===== config.mk =====
export PLATFORM = sky130hd
export DESIGN_NAME = sdp_program_port
export DESIGN_NICKNAME = d
export VERILOG_FILES = /design/src/rtl/sdp_pkg.sv /design/src/rtl/sdp_out_div.sv /design/src/rtl/sdp_program_port.sv
export SDC_FILE = /design/constraint.sdc
export NUM_CORES = 1
export LEC_CHECK = 0
export BUFFER_PORTS_ARGS = -buffer_cell sky130_fd_sc_hd__buf_4
export CAP_MARGIN = 10
export CORE_MARGIN = 5
export CORE_UTILIZATION = 40
export DETAILED_ROUTE_END_ITERATION = 10
export PLACE_DENSITY_LB_ADDON = 0.08
export SLEW_MARGIN = 20
export SYNTH_ARGS = -nofsm -noshare
export SYNTH_HDL_FRONTEND = slang
export SYNTH_SLANG_ARGS = --single-unit

===== constraint.sdc =====
create_clock -name mclk -period 5.2 [get_ports mclk]
set_input_delay 1.56 -clock mclk [delete_from_list [all_inputs] [get_ports mclk]]
set_output_delay 1.56 -clock mclk [all_outputs]
set_load 0.01 [all_outputs]

===== src/rtl/sdp_pkg.sv =====
// Shared constants and types for the synthesizer divider program port
package sdp_pkg;

    // Field widths of the divider settings
    localparam int M_W = 9;                     // Feedback divide value width
    localparam int N_W = 3;                     // Output divider select width
    localparam int PROBE_W = 2;                 // Probe select width
    localparam int FRAME_W = PROBE_W + 2 * N_W + M_W; // Serial frame length
    localparam int HALF_W = 9;                  // Half-period counter width

    // One complete divider setting, in serial frame order (first bit shifted in on top)
    typedef struct packed {
        logic [PROBE_W-1:0] probe_sel;          // High bit then low bit
        logic [N_W-1:0] first_out_div_sel;      // Output A divider select
        logic [N_W-1:0] second_out_div_sel;     // Output B divider select
        logic [M_W-1:0] fb_div;                 // Feedback divide value
    } sdp_setting_t;

    // Probe source choices
    typedef enum logic [1:0] {
        PROBE_LOW = 2'h0,                       // Forced low
        PROBE_SHIFT = 2'h1,                     // Shift register serial output
        PROBE_FB = 2'h2,                        // Feedback divider output
        PROBE_OUT_A = 2'h3                      // Output A frequency
    } sdp_probe_t;

    // Register byte addresses
    localparam logic [7:0] CTRL_ADDR = 8'h00;   // Enables and divider clear
    localparam logic [7:0] STATUS_ADDR = 8'h04; // Active setting and mode
    localparam logic [7:0] SHIFT_ADDR = 8'h08;  // Raw shift register

    // Control register fields and reset value
    localparam int CTRL_OE_A_BIT = 0;           // Output A pair enable
    localparam int CTRL_OE_B_BIT = 1;           // Output B pair enable
    localparam int CTRL_OE_REF_BIT = 2;         // Reference copy enable
    localparam int CTRL_CLEAR_BIT = 3;          // Divider clear
    localparam int CTRL_W = 4;                  // Implemented control bits
    localparam logic [CTRL_W-1:0] CTRL_RESET = 4'h3; // Pairs on, ref off, no clear

    // Status register fields
    localparam int STATUS_MODE_BIT = FRAME_W;   // Serial mode flag above setting

    // Output divider select to half-period lookup (even ratios keep 50% duty)
    function automatic logic [HALF_W-1:0] div_half(input logic [N_W-1:0] code);
        case (code)
            3'h0: div_half = 9'h001;            // Divide by 2
            3'h1: div_half = 9'h002;            // Divide by 4
            3'h2: div_half = 9'h003;            // Divide by 6
            3'h3: div_half = 9'h004;            // Divide by 8
            3'h4: div_half = 9'h005;            // Divide by 10
            3'h5: div_half = 9'h006;            // Divide by 12
            3'h6: div_half = 9'h008;            // Divide by 16
            default: div_half = 9'h00a;         // Divide by 20
        endcase
    endfunction : div_half

endpackage : sdp_pkg


===== src/rtl/sdp_out_div.sv =====
// Fifty percent duty clock divider with synchronous clear
`timescale 1ns/100ps
`default_nettype none

module sdp_out_div #(
    parameter int HALF_W = 9                    // Half-period count width
) (
    input wire logic mclk,                      // Oscillator stand-in clock
    input wire logic rst,                       // Asynchronous reset, active high
    input wire logic clear,                     // Hold divider in reset
    input wire logic [HALF_W-1:0] half,         // Cycles per half period
    output logic div_out                        // Divided output
);

    logic [HALF_W-1:0] cnt_reg;                 // Cycles into current half

    ////////////////////////////////////////////////////////////////////////
    // Count half periods; clear parks output low and keeps the setting
    always_ff @(posedge mclk or posedge rst) begin
        if (rst) begin
            cnt_reg <= '0;
            div_out <= 1'b0;
        end else if (clear || half == '0) begin
            // Zero half would never toggle, so treat it as stopped
            cnt_reg <= '0;
            div_out <= 1'b0;
        end else if (cnt_reg >= half - 1'b1) begin
            // Using >= recovers at once when half shrinks mid-period
            cnt_reg <= '0;
            div_out <= ~div_out;                // Equal halves give 50% duty
        end else begin
            cnt_reg <= cnt_reg + 1'b1;
        end
    end

endmodule : sdp_out_div
`default_nettype wire


===== src/rtl/sdp_program_port.sv =====
// Divider program port: pin latch, serial loader, probe, enables, APB control
`timescale 1ns/100ps
`default_nettype none

module sdp_program_port #(
    parameter int ADDR_W = 8                    // APB address width
) (
    input wire logic mclk,                      // System clock, 100 MHz
    input wire logic rst,                       // Asynchronous reset, active high
    input wire logic psel,                      // APB select
    input wire logic penable,                   // APB access phase
    input wire logic pwrite,                    // APB write direction
    input wire logic [ADDR_W-1:0] paddr,        // APB byte address
    input wire logic [31:0] pwdata,             // APB write data
    output logic [31:0] prdata,                 // APB read data
    output logic pready,                        // APB ready
    output logic pslverr,                       // APB error on unmapped address
    input wire logic parallel_latch_strobe_n,   // Parallel load strobe pin
    input wire logic [sdp_pkg::M_W-1:0] fb_div_pins, // Feedback divider pins
    input wire logic [sdp_pkg::N_W-1:0] first_out_div_sel, // Output A select pins
    input wire logic [sdp_pkg::N_W-1:0] second_out_div_sel, // Output B select pins
    input wire logic serial_clk,                // Serial clock pin
    input wire logic serial_data,               // Serial data pin
    input wire logic serial_load,               // Serial load strobe pin
    input wire logic ref_in,                    // Reference oscillator level
    output logic first_pair_true,               // Output A true side
    output logic first_pair_comp,               // Output A complement side
    output logic second_pair_true,              // Output B true side
    output logic second_pair_comp,              // Output B complement side
    output logic probe_out,                     // Test probe output
    output logic ref_out,                       // Reference copy output
    output logic ref_out_oe                     // Reference copy drive enable
);

    ////////////////////////////////////////////////////////////////////////
    // Pin synchronisers
    localparam int PIN_W = sdp_pkg::M_W + 2 * sdp_pkg::N_W + 5; // Synced pin count
    localparam int P_PLS = 0;                   // Parallel strobe position
    localparam int P_SCLK = 1;                  // Serial clock position
    localparam int P_SDAT = 2;                  // Serial data position
    localparam int P_SLD = 3;                   // Serial load position
    localparam int P_REF = 4;                   // Reference level position

    logic [PIN_W-1:0] pins_raw;                 // All asynchronous pins
    logic [PIN_W-1:0] sync_a_reg;               // First stage, read by second only
    logic [PIN_W-1:0] sync_b_reg;               // Second stage, safe to use
    logic [1:0] prev_reg;                       // Last serial load and clock levels

    assign pins_raw = {first_out_div_sel, second_out_div_sel, fb_div_pins,
                       ref_in, serial_load, serial_data, serial_clk,
                       parallel_latch_strobe_n};

    // Two flops on every pin; straps ride along since they are quasi-static
    always_ff @(posedge mclk or posedge rst) begin
        if (rst) begin
            sync_a_reg <= '0;
            sync_b_reg <= '0;
        end else begin
            sync_a_reg <= pins_raw;
            sync_b_reg <= sync_a_reg;
        end
    end

    // Edge history for serial load and serial clock
    always_ff @(posedge mclk or posedge rst) begin
        if (rst) begin
            prev_reg <= '0;
        end else begin
            prev_reg <= {sync_b_reg[P_SLD], sync_b_reg[P_SCLK]};
        end
    end

    ////////////////////////////////////////////////////////////////////////
    // Decoded pin events
    logic pls_n;                                // Parallel strobe level
    logic sload;                                // Serial load level
    logic sclk_rise;                            // Serial clock rising edge
    logic sload_rise;                           // Serial load rising edge
    sdp_pkg::sdp_setting_t pin_setting;         // Setting presented on pins

    assign pls_n = sync_b_reg[P_PLS];
    assign sload = sync_b_reg[P_SLD];
    assign sclk_rise = sync_b_reg[P_SCLK] & ~prev_reg[0];
    assign sload_rise = sload & ~prev_reg[1];

    // Probe bits have no pins; they keep the active value
    assign pin_setting.probe_sel = '0;
    assign pin_setting.first_out_div_sel = sync_b_reg[PIN_W-1 -: sdp_pkg::N_W];
    assign pin_setting.second_out_div_sel =
        sync_b_reg[PIN_W-1-sdp_pkg::N_W -: sdp_pkg::N_W];
    assign pin_setting.fb_div = sync_b_reg[5 +: sdp_pkg::M_W];

    ////////////////////////////////////////////////////////////////////////
    // Serial shift register
    logic [sdp_pkg::FRAME_W-1:0] shift_reg;     // Serial frame being built
    logic [sdp_pkg::FRAME_W-1:0] shift_next;    // Frame after this clock
    logic serial_mode;                          // Strobe high, serial allowed

    assign serial_mode = pls_n;
    // First bit in ends on top: probe, A select, B select, feedback
    assign shift_next = {shift_reg[sdp_pkg::FRAME_W-2:0], sync_b_reg[P_SDAT]};

    // Shift only in serial mode on a serial clock rise
    always_ff @(posedge mclk or posedge rst) begin
        if (rst) begin
            shift_reg <= '0;
        end else if (serial_mode && sclk_rise) begin
            shift_reg <= shift_next;
        end
    end

    ////////////////////////////////////////////////////////////////////////
    // Active divider setting
    sdp_pkg::sdp_setting_t active_reg;          // Setting the dividers use
    logic mode_serial_reg;                      // Last load came from serial
    logic serial_transp;                        // Load high with a shift edge

    assign serial_transp = serial_mode && sload && sclk_rise && !sload_rise;

    // Pins pass through while strobe low; serial events override when high
    always_ff @(posedge mclk or posedge rst) begin
        if (rst) begin
            active_reg <= '0;
            mode_serial_reg <= 1'b0;
        end else if (!pls_n) begin
            // Transparent to the pins, so straps set the power-up value
            active_reg.first_out_div_sel <= pin_setting.first_out_div_sel;
            active_reg.second_out_div_sel <= pin_setting.second_out_div_sel;
            active_reg.fb_div <= pin_setting.fb_div;
            mode_serial_reg <= 1'b0;
        end else if (sload_rise) begin
            // Whole frame, probe bits included, moves at once
            active_reg <= shift_reg;
            mode_serial_reg <= 1'b1;
        end else if (serial_transp) begin
            // Load held high: each new bit lands in the dividers
            active_reg <= shift_next;
            mode_serial_reg <= 1'b1;
        end
        // Strobe rise and serial load fall simply stop updates
    end

    ////////////////////////////////////////////////////////////////////////
    // Control register
    logic [sdp_pkg::CTRL_W-1:0] ctrl_reg;       // Enables and divider clear
    logic wr_en;                                // Write takes effect this edge
    logic setup;                                // APB setup cycle
    logic addr_ok;                              // Address is mapped

    assign setup = psel && !penable;
    assign wr_en = psel && penable && pwrite && paddr == sdp_pkg::CTRL_ADDR;
    assign addr_ok = paddr == sdp_pkg::CTRL_ADDR || paddr == sdp_pkg::STATUS_ADDR
                     || paddr == sdp_pkg::SHIFT_ADDR;

    // Software writes enables and clear; reset matches pin pull defaults
    always_ff @(posedge mclk or posedge rst) begin
        if (rst) begin
            ctrl_reg <= sdp_pkg::CTRL_RESET;
        end else if (wr_en) begin
            ctrl_reg <= pwdata[sdp_pkg::CTRL_W-1:0];
        end
    end

    ////////////////////////////////////////////////////////////////////////
    // APB read path, zero wait states
    logic [31:0] rd_mux;                        // Data for the addressed register

    // Mux the three registers; unused bits read zero
    always_comb begin
        rd_mux = '0;
        case (paddr)
            sdp_pkg::CTRL_ADDR: begin
                rd_mux[sdp_pkg::CTRL_W-1:0] = ctrl_reg;
            end
            sdp_pkg::STATUS_ADDR: begin
                rd_mux[sdp_pkg::FRAME_W-1:0] = active_reg;
                rd_mux[sdp_pkg::STATUS_MODE_BIT] = mode_serial_reg;
            end
            sdp_pkg::SHIFT_ADDR: begin
                rd_mux[sdp_pkg::FRAME_W-1:0] = shift_reg;
            end
            default: begin
                rd_mux = '0;                    // Unmapped reads zero
            end
        endcase
    end

    // Capture answer in setup so data and error come from flops
    always_ff @(posedge mclk or posedge rst) begin
        if (rst) begin
            prdata <= '0;
            pslverr <= 1'b0;
        end else if (setup) begin
            prdata <= pwrite ? 32'h0000_0000 : rd_mux;
            pslverr <= !addr_ok;
        end
    end

    // Every access completes in its first access cycle
    assign pready = 1'b1;

    ////////////////////////////////////////////////////////////////////////
    // Dividers
    logic div_clear;                            // Dividers held in reset
    logic out_a_clk;                            // Output A divided clock
    logic out_b_clk;                            // Output B divided clock
    logic fb_clk;                               // Feedback divider output

    assign div_clear = ctrl_reg[sdp_pkg::CTRL_CLEAR_BIT];

    // Output A: select code through lookup to an even ratio
    sdp_out_div #(.HALF_W(sdp_pkg::HALF_W)) u_div_a (
        .mclk(mclk),
        .rst(rst),
        .clear(div_clear),
        .half(sdp_pkg::div_half(active_reg.first_out_div_sel)),
        .div_out(out_a_clk)
    );

    // Output B: same table, own select
    sdp_out_div #(.HALF_W(sdp_pkg::HALF_W)) u_div_b (
        .mclk(mclk),
        .rst(rst),
        .clear(div_clear),
        .half(sdp_pkg::div_half(active_reg.second_out_div_sel)),
        .div_out(out_b_clk)
    );

    // Feedback probe copy toggles every value cycles; lock range is the controller's job
    sdp_out_div #(.HALF_W(sdp_pkg::HALF_W)) u_div_fb (
        .mclk(mclk),
        .rst(rst),
        .clear(div_clear),
        .half(active_reg.fb_div),
        .div_out(fb_clk)
    );

    ////////////////////////////////////////////////////////////////////////
    // Output pairs, probe and reference copy
    logic pair_a_on;                            // Pair A enabled and running
    logic pair_b_on;                            // Pair B enabled and running
    logic probe_next;                           // Probe level to register

    assign pair_a_on = ctrl_reg[sdp_pkg::CTRL_OE_A_BIT] && !div_clear;
    assign pair_b_on = ctrl_reg[sdp_pkg::CTRL_OE_B_BIT] && !div_clear;

    // Probe source; parallel mode always gives low
    always_comb begin
        probe_next = 1'b0;
        if (mode_serial_reg) begin
            case (sdp_pkg::sdp_probe_t'(active_reg.probe_sel))
                sdp_pkg::PROBE_LOW: probe_next = 1'b0;
                sdp_pkg::PROBE_SHIFT: probe_next = shift_reg[sdp_pkg::FRAME_W-1];
                sdp_pkg::PROBE_FB: probe_next = fb_clk;
                sdp_pkg::PROBE_OUT_A: probe_next = out_a_clk;
                default: probe_next = 1'b0;
            endcase
        end else begin
            probe_next = 1'b0;
        end
    end

    // Registered outputs: disabled or cleared pairs sit true low, comp high
    always_ff @(posedge mclk or posedge rst) begin
        if (rst) begin
            first_pair_true <= 1'b0;
            first_pair_comp <= 1'b1;
            second_pair_true <= 1'b0;
            second_pair_comp <= 1'b1;
            probe_out <= 1'b0;
        end else begin
            first_pair_true <= pair_a_on & out_a_clk;
            first_pair_comp <= ~(pair_a_on & out_a_clk);
            second_pair_true <= pair_b_on & out_b_clk;
            second_pair_comp <= ~(pair_b_on & out_b_clk);
            probe_out <= probe_next;
        end
    end

    // Reference copy; level is carried even while not driven
    always_ff @(posedge mclk or posedge rst) begin
        if (rst) begin
            ref_out <= 1'b0;
            ref_out_oe <= 1'b0;
        end else begin
            ref_out <= sync_b_reg[P_REF];
            ref_out_oe <= ctrl_reg[sdp_pkg::CTRL_OE_REF_BIT];
        end
    end

endmodule : sdp_program_port
`default_nettype wire


==> metrics.txt, run 1 <==
status completed; IO Port Bufs between 60 and 70; vias in the first global route 3,997; DRT Wirelength 12,200 um; synth warn 0; Avg Cell Area, Syn 11.9 sq um; most common cell in the netlist dfrtp_1; combinational fraction of design power 17.3%; initial antenna violation count 0; largest net degree at the start of global routing 138; Antenna Nets Post-Route 0; IO Count 106; die width about 140 um; area grow syn2layout 19.6%; min cycle time layout around 3.3 ns; Worst VDD drop 0.345 mV; area fraction of the dominant cell type after synthesis 52.9%; clock buffer depth 2; most frequent cells after synthesis dfrtp_1 (133), nor2_1 (54), mux2_2 (36); top cells by area, synth dfrtp_1 (53%), mux2_2 (6.4%), ha_1 (5.8%); Initial Utilization slightly above 40%; proportion of layout cells with a drive suffix above 1 25.0%; row cnt 45; post-layout util 49.2%; setup slack after layout 1.91 ns; synthesized area 6300 sq um; DRT iter0 DRCs 275; R2R Setup Slk 1.91 ns; Max Fclk 0.304 GHz; hpwl dp ~8400 um; # H-tree levels 4; # nets final 688; Cells after Synth 531; Worst Setup Path Type flip-flop to flip-flop; Net Sw Frac 27.9%; CTS sink count 137; Total Negative Setup Slacks 0 ns; Final Wtd Congestion 0.790; Int Power 2.34 mW; post-synth top area cell dfrtp_1; worst hold path type flip-flop to flip-flop; Clock Latency Late Sink roughly 0.4 ns; cell count of the worst reg-to-reg path 4; Psw 0.903 mW; Via Count 3,958; fraction of the yosys area taken by sequential cells between 50% and 60%; die area 18,300 sq um; max cap viols 0; PwrDens 430 nW/um^2; Post-synth EDFFs 0; first-pass iteration count of the detailed router 6; # resized after CTS 0; required time of the critical path 5.50 ns; Worst Tran Pin Value between 0.9 and 1 ns; Hold WS 0.343 ns; total track usage 14.2%; Die H ~140 um; RSZ-0062 raised after global routing no; first-pass GRT wire length 20,500 um; Final Hold Viols 0; CTS Buf Count 17; Layout fillers 1,423; clock root cell clkbuf_16; setup violators final 0; synth unique cells between 50 and 60; Post-CTS Setup Bufs 0; crit end category flip-flop; vias per cell 4.84; CP Max Fanout 35; fin. max-slew vios 0; GR Overflow Total 0; Sequential Power Share 41.4%; CTS clk-pin slew, worst paths 0.06 ns; CTS tree built; ys async rst share 100%; Core ar. 15,300 sq um; #FFs+latches synth 137; cts hold-fix bufs 0; top_reg_cell synth dfrtp_1; clk_skew a little over 0.005 ns; CP arrival 3.58 ns; Max-Slew Margin vs Limit 38.4%; period utilization 63.2%; Post-route DRC 0; Routed wire per std cell ~15 um; Clock power frac between 40% and 50%; n_diodes 0; Setup crit start kind flip-flop; Place WS 1.85 ns; Cells on Worst Hold Path 0; Leak 3.64 nW
[critical path, cell delays in order, from the launching register on]
cell	delay, ns
dfrtp_1	0.95
nand3b_1	0.82
a21boi_4	0.97
a21oi_1	0.14
mux2_2	0.30
[kinds of logic (layout without fill, tap and decap cells)]
kind of cell,count (synthesis),after routing,share of synthesized area [%]
compound gates,75,75,8.70
xor+xnor,29,29,4.03
fa+ha+maj,29,29,5.76
buf+inv,61,121,5.43
flops,137,137,54.5
mux,61,61,10.6
other cells,2,18,0.119
simple gates,137,137,10.9
[power groups by stage]
stage / sequential [mW] / clock, mW / combinational (mW)
after floorplan: 1.30 / 0 / 0.475
after CTS: 1.34 / 1.37 / 0.573
after global routing: 1.37 / 1.42 / 0.647
after detailed placement: 1.36 / 0 / 0.569
after global placement: 1.36 / 0 / 0.547
final: 1.34 / 1.34 / 0.562
[layout by cell type, fill, tap and decap left out, types with 13 or more instances in the layout]
cell,instances
a21oi_1,30
buf_4,63
clkbuf_16,17
conb_1,18
dfrtp_1,133
ha_1,29
inv_1,24
mux2_2,36
mux2i_1,23
nand2_1,30
nand3_1,16
nor2_1,54
xnor2_1,16
xor2_1,13
[worst paths after layout]
| check | from | to |
|---|---|---|
| worst max-delay path | sync_b_reg[0] | active_reg[9] |
| worst min-delay path | sync_a_reg[13] | sync_b_reg[13] |
| worst max register to register | sync_b_reg[0] | active_reg[9] |
| worst min register to register | sync_a_reg[13] | sync_b_reg[13] |
| max in group asynchronous | rst | prdata[3] |
| min in group asynchronous | rst | sync_a_reg[11] |
[per-layer routing]
layer	GRT usage (%)	vias up	wire length (um)	part of all wire, %
li1	-	1936	-	-
met1	19.1	1935	5710	47
met2	22.2	77	5760	47
met3	3.86	10	579	4.8
met4	5.21	0	135	1.1
met5	0	-	0	0
[layout make-up]
class	instances	area, sq um	share of cell area [%]
clock buffer	20	447	5.93
sequential	137	3430	45.6
tap	211	264	3.51
timing repair buffer	64	493	6.55
inverter	25	97.6	1.30
clock inverter	12	211	2.81
multi-input combinational	349	2580	34.3
[metrics by stage]
| stage | power, mW | instance area, sq um | std cells |
|---|---|---|---|
| finish | 3.24 | 7530 | 818 |
| global route | 3.43 | 7530 | 818 |
| CTS | 3.29 | 7530 | 818 |
| detailed placement | 1.93 | 6870 | 786 |
| global placement | 1.91 | 6870 | 786 |
| floorplan | 1.78 | 6360 | 547 |
Note: power is estimated with default switching activity, not from simulation.
==> inputs of run 2 (changes only) <==
Clock period 5.2 ns to 2.7 ns, I/O delays scaled along.
==> run 2 against run 1 <==
Count of clock-buffer cells in the layout fell by 1. Hold slack got worse by 0.030 ns. Core utilization rose by 0.88 points. Critical path depth rose by 6. Critical path type unchanged. Sequential power rose by 92%. Via count rose by 1.4%. Power rose by 90%. Sequential cell count did not move. Register-to-register slack got worse by 1.7 ns. Die area did not move. Final cell count rose by 2.3%. Setup slack got worse by 1.7 ns.
==> metrics.txt, run 2 (synthesized netlist as in run 1, its figures left out) <==
status completed; R2R Setup Slk 0.21 ns (-1.71 ns); capture point of the worst path u_div_a.div_out; CP Cell Sequence buf_4, a21o_1, ha_1, nand2_1, ha_1, a2111oi_1, o21ai_0, nand3_1, o211ai_4, mux2_4; # nets final 707 (+2.8%); Post-CTS Setup Bufs 0 (unchanged); max cap viols 0 (unchanged); first-pass iteration count of the detailed router 4 (-2); Worst VDD drop 0.459 mV (+33%); total track usage 14.5% (+0.26 points); Crit path top cell by count ha_1; initial antenna violation count 0 (unchanged); Final Wtd Congestion 0.802 (+1.5%); placed insts 805 (+2.4%); worst path bufs/invs 1 (+1); setup slack after layout 0.207 ns (-1.71 ns); Worst Tran Pin Value 0.804 ns (-0.119 ns); CTS clk-pin slew, worst paths 0.06 ns (about the same); CTS sink count 137 (unchanged); DRT iter0 DRCs 261 (-5.1%); Net Sw Frac 28.7% (+0.84 points); Max Fclk 0.401 GHz (+32%); setup violators final 0 (unchanged); Via Count 4,015 (+1.4%); required time of the critical path 3.00 ns (-2.50 ns); Total Negative Setup Slacks 0 ns (unchanged); CP arrival 2.79 ns (-0.79 ns); CTS Buf Count 17 (unchanged); clock buffer depth 2 (unchanged); RSZ-0062 raised after global routing yes; Layout Cells excl Fill 837 (+2.3%); IO Count 106 (unchanged); Initial Utilization 41.1% (unchanged); Final Hold Viols 0 (unchanged); total power 6.15 mW (+90%); CTS tree built; commonest non-fill, non-tap cell in the layout dfrtp_1; Hold WS 0.313 ns (-0.0299 ns); clk_skew 0.00676 ns (+0.00162 ns); Clock power frac 38.9% (-2.4 points); first-pass GRT wire length 20,900 um (+1.9%); CP Max Fanout 7 (-80%); # H-tree levels 4 (unchanged); highest-count cells in the layout ignoring fill and taps dfrtp_1 (133), buf_4 (82), nor2_1 (54); cell count of the worst reg-to-reg path 10 (+6); beginning of the critical path active_reg[13]; die width 135 um (unchanged); Psw 1.76 mW (+95%); PwrDens 802 nW/um^2 (+86%); Antenna Nets Post-Route 0 (unchanged); Sequential Power Share 41.8% (+0.4 points); Place WS 0.116 ns (-1.73 ns); Clock Latency Late Sink 0.41 ns (about the same); IO Port Bufs 62 (unchanged); worst hold path type input pin to async pin; crit end category flip-flop; reg-to-reg startpoint active_reg[13]; max incr delay on CP 0.37 ns (-0.60 ns); CP Depth 10 (+6); area grow syn2layout 21.7%; row cnt 45 (unchanged); vias per cell 4.80 (-0.86%); Setup crit start kind flip-flop; period utilization 92.3% (+29 points); Core ar. 15,300 sq um (unchanged); clock root cell clkbuf_16; FF-to-FF End u_div_a.div_out; Worst Setup Path Type flip-flop to flip-flop; vias in the first global route 4,103 (+2.7%); proportion of layout cells with a drive suffix above 1 28.4% (+3.4 points); n_diodes 0 (unchanged); Leak 3.72 nW (+2.1%); Die H 135 um (unchanged); Post-route DRC 0 (unchanged); die area 18,300 sq um (unchanged); largest net degree at the start of global routing 55 (-60%); hpwl dp 8930 um (+6.0%); combinational fraction of design power 19.3% (+2.0 points); Max-Slew Margin vs Limit 46.3% (+7.8 points); GR Overflow Total 0 (unchanged); Routed wire per std cell 15.0 um (+0.92%); Slowest-stage cell, CP dfrtp_1; DRT Wirelength 12,600 um (+3.3%); min cycle time layout 2.49 ns (-0.794 ns); Crit path max-delay family compound AO/OA/AOI/OAI gates; Int Power 4.38 mW (+87%); fin. max-slew vios 0 (unchanged)
==> run 2: cell count changes in the layout (fill, tap and decap cells not counted), sizes merged <==
| cell | before | now |
|---|---|---|
| buf | 64 | 83 |
| bufinv | 5 | 3 |
| clkbuf | 20 | 19 |
| clkinv | 0 | 2 |
| clkinvlp | 3 | 6 |
| inv | 29 | 27 |
==> run 2: worst min path at each step <==
stage	start	end	slack, ns	depth (start not counted)
floorplan	sync_b_reg[4]	ref_out	0.33	0
global placement	sync_a_reg[12]	sync_b_reg[12]	0.33	0
detailed placement	sync_a_reg[16]	sync_b_reg[16]	0.33	0
CTS	rst	sync_a_reg[10]	0.29	2
global route	rst	sync_a_reg[10]	0.31	2
finish	rst	sync_a_reg[10]	0.31	2
==> run 2: stage by stage <==
stage,util [%],instance area [sq um]
after CTS,49.8,7630
after global placement,45.8,7010
final,50.0,7660
after detailed placement,45.8,7010
after global routing,50.0,7660
after floorplan,-,6360
==> run 2: power by group through the flow <==
| stage | Sequential (mW) | Combinational, mW | Clock [mW] |
|---|---|---|---|
| 5_1_grt | 2.61 | 1.35 | 2.53 |
| 2_1_floorplan | 2.50 | 0.914 | 0 |
| 3_5_place_dp | 2.60 | 1.17 | 0 |
| 6_report | 2.57 | 1.19 | 2.39 |
| 4_1_cts | 2.57 | 1.18 | 2.45 |
| 3_3_place_gp | 2.60 | 1.13 | 0 |
==> run 2: final cells by class <==
class / instances / area [sq um]
well taps: 211 / 264
inverters: 25 / 97.6
clock buffers: 19 / 453
flip-flops and latches: 137 / 3430
fillers: 1420 / 7650
multi-input cells: 349 / 2610
clock inverters: 13 / 168
repair buffers: 83 / 636
==> run 2: what timing repair did <==
item / CTS / global route
hold buffers: 0 / 0
endpoints found under the hold margin: 0 / 0
endpoints found under the setup margin: 0 / 26
resized for setup: 0 / 8
==> run 2: worst reg2reg max path, stage by stage, from the launching register on <==
cell and delay (ns):
dfrtp_1 0.37, buf_4 0.16, a21o_1 0.21, ha_1 0.20, nand2_1 0.13, ha_1 0.27
a2111oi_1 0.34, o21ai_0 0.15, nand3_1 0.16, o211ai_4 0.10, mux2_4 0.30
==> run 2: per-layer routing <==
layer  global-route usage (%)  wire [um]  share of wire (%)
met1                     19.5       5890                 47
met2                     22.6       5860                 47
met3                     3.75        671                5.3
met4                     5.26        156                1.2
met5                        0          0                  0
==> inputs of run 3 (changes only) <==
Settings changed: ABC_AREA set to 1.
==> run 3 against run 2 <==
Hold slack better by 0.031 ns. Routed wire length up 9.6%. Critical path depth up 3. Sequential share of layout area down 0.54 points. Setup slack better by 0.065 ns. Sequential power down 9.3%.
==> metrics.txt, run 3 <==
Cells on Worst Hold Path 0; Hold Path Origin sync_a_reg[11]; highest-count cells in the layout ignoring fill and taps nand2_1 (188), dfrtp_1 (132), inv_1 (78); Place WS 0.192 ns (+0.0764 ns); cts hold-fix bufs 0 (unchanged); RSZ-0062 raised after global routing no; Slowest-stage cell, CP dfrtp_1; first-pass GRT wire length 22,700 um (+8.3%); crit end category flip-flop; CP Max Fanout 4 (-3); min cycle time layout 2.43 ns (-0.0652 ns); initial antenna violation count 0 (unchanged); Worst Tran Pin Value 0.917 ns (+0.113 ns); largest net degree at the start of global routing 59 (+7.3%); synth warn 0 (unchanged); fraction of the yosys area taken by sequential cells 53.1% (-1.4 points); IO Count 106 (unchanged); n_diodes 0 (unchanged); hpwl dp 9750 um (+9.2%); max incr delay on CP 0.46 ns (+0.09 ns); post-synth top area cell dfrtp_1; Via Count 4,808 (+20%); clock buffer depth 2 (unchanged); Final Hold Viols 0 (unchanged); status completed; area grow syn2layout 20.1%; Worst VDD drop 0.429 mV (-6.4%); Die H 137 um (+1.2%); Routed wire per std cell 13.4 um (-11%); clk_skew 0.00698 ns (+0.000221 ns); top_reg_cell synth dfrtp_1; clock root cell clkbuf_16; IO Port Bufs 62 (unchanged); Initial Utilization 40.7% (-0.41 points); Post-CTS Setup Bufs 0 (unchanged); CP Cell Sequence inv_1, ha_1, nand3_2, nor2_2, xor2_1, ha_1, nand2_1, inv_1, a21oi_2, nand3_1, nor2_4, nand2_1, nor2_1; max cap viols 0 (unchanged); PwrDens 677 nW/um^2 (-16%); reg-to-reg startpoint active_reg[0]; vias in the first global route 4,541 (+11%); Max Fclk 0.412 GHz (+2.7%); Post-route DRC 0 (unchanged); GR Overflow Total 0 (unchanged); row cnt 46 (+2.2%); DRT iter0 DRCs 296 (+13%); Setup crit start kind flip-flop; ys async rst share 100% (unchanged); first-pass iteration count of the detailed router 6 (+2); #FFs+latches synth 137 (unchanged); worst hold path type flip-flop to flip-flop; commonest non-fill, non-tap cell in the layout nand2_1; die width 137 um (+1.2%); CTS clk-pin slew, worst paths 0.06 ns (about the same); Max-Slew Margin vs Limit 38.7% (-7.5 points); die area 18,800 sq um (+2.5%); Final Wtd Congestion 0.863 (+7.6%); Clock Latency Late Sink 0.41 ns (about the same); Antenna Nets Post-Route 0 (unchanged); most frequent cells after synthesis nand2_1 (187), dfrtp_1 (133), inv_1 (79); fin. max-slew vios 0 (unchanged); WHS Endpoint sync_b_reg[11]; CTS Buf Count 17 (unchanged); period utilization 89.9% (-2.4 points); vias per cell 4.67 (-2.7%); Worst Setup Path Type flip-flop to flip-flop; synthesized area 6460 sq um (+2.7%); proportion of layout cells with a drive suffix above 1 16.5% (-12 points); area fraction of the dominant cell type after synthesis 51.5% (-1.4 points); DRT Wirelength 13,800 um (+9.6%); Core ar. 15,900 sq um (+3.7%); Avg Cell Area, Syn 8.90 sq um (-25%); setup violators final 0 (unchanged); cell count of the worst reg-to-reg path 13 (+3); Total Negative Setup Slacks 0 ns (unchanged); Leak 3.90 nW (+4.9%); CP arrival 2.77 ns (-0.02 ns); required time of the critical path 3.05 ns (+0.05 ns); CTS sink count 137 (unchanged); top cells by area, synth dfrtp_1 (51%), nand2_1 (11%), ha_1 (5.6%); setup slack after layout 0.273 ns (+0.0652 ns); CTS tree built; R2R Setup Slk 0.27 ns (+0.07 ns); synth unique cells 34 (-37%); # nets final 895 (+27%); Cells after Synth 726 (+37%); Post-synth EDFFs 0 (unchanged); # H-tree levels 4 (unchanged); FF-to-FF End u_div_fb.cnt_reg[5]; most common cell in the netlist nand2_1; total track usage 15.3% (+0.80 points)
## run 3: how the worst max path moves through the flow
stage / start / endpoint / cells after the start
after detailed placement: active_reg[0] / u_div_fb.cnt_reg[3] / 12
after CTS: active_reg[0] / u_div_fb.cnt_reg[3] / 13
after floorplan: rst / active_reg[0] / 1
final: active_reg[0] / u_div_fb.cnt_reg[5] / 13
after global routing: active_reg[0] / u_div_fb.cnt_reg[6] / 13
after global placement: active_reg[0] / u_div_fb.cnt_reg[7] / 13
## run 3: critical path, delay by kind of cell (launching register included)
family	cells	cell delay, ns
fa+ha+maj	2	0.48
simple gates	7	0.92
buf+inv	2	0.20
compound gates	1	0.14
flops	1	0.46
xor+xnor	1	0.16
## run 3: area by class of cell
| class | count | area [sq um] |
|---|---|---|
| clock inverters | 12 | 116 |
| fillers | 1552 | 8120 |
| well taps | 216 | 270 |
| flip-flops and latches | 137 | 3430 |
| multi-input cells | 490 | 2600 |
| inverters | 85 | 325 |
| clock buffers | 20 | 467 |
| repair buffers | 70 | 551 |
## run 3: cell families after synthesis
group	share of synthesized area [%]
xor+xnor	2.98
flops	53.1
simple gates	22.2
buf+inv	8.24
other cells	0.116
fa+ha+maj	5.61
compound gates	7.72
## run 3: report_power, final
| group | internal (mW) | total [mW] | leakage, nW | switching [mW] |
|---|---|---|---|---|
| Sequential | 2.20 | 2.33 | 1.72 | 0.130 |
| Combinational | 0.257 | 0.670 | 1.90 | 0.413 |
| Clock | 1.35 | 2.25 | 0.283 | 0.904 |
| Total | 3.80 | 5.25 | 3.90 | 1.45 |
## run 3: metrics by stage
step	hold WS [ns]	instance area, sq um	std cells	util [%]	power [mW]
floorplan	0.331	6530	742	-	2.83
global placement	0.333	7140	997	44.9	2.99
detailed placement	0.335	7140	997	44.9	3.02
CTS	0.348	7720	1029	48.6	5.30
global route	0.352	7760	1030	48.9	5.53
finish	0.344	7760	1030	48.9	5.25
## run 3: routing by layer
| layer | global-route usage, % | vias up | part of all wire (%) |
|---|---|---|---|
| met5 | 0 | - | 0 |
| met4 | 4.16 | 0 | 0.96 |
| met3 | 4.38 | 15 | 6.3 |
| met2 | 22.7 | 124 | 44 |
| met1 | 22.0 | 2234 | 49 |
| li1 | - | 2435 | - |
## run 3: what timing repair did
item	CTS	global route
hold endpoints to repair	0	0
resized for setup	0	10
setup endpoints to repair	0	14
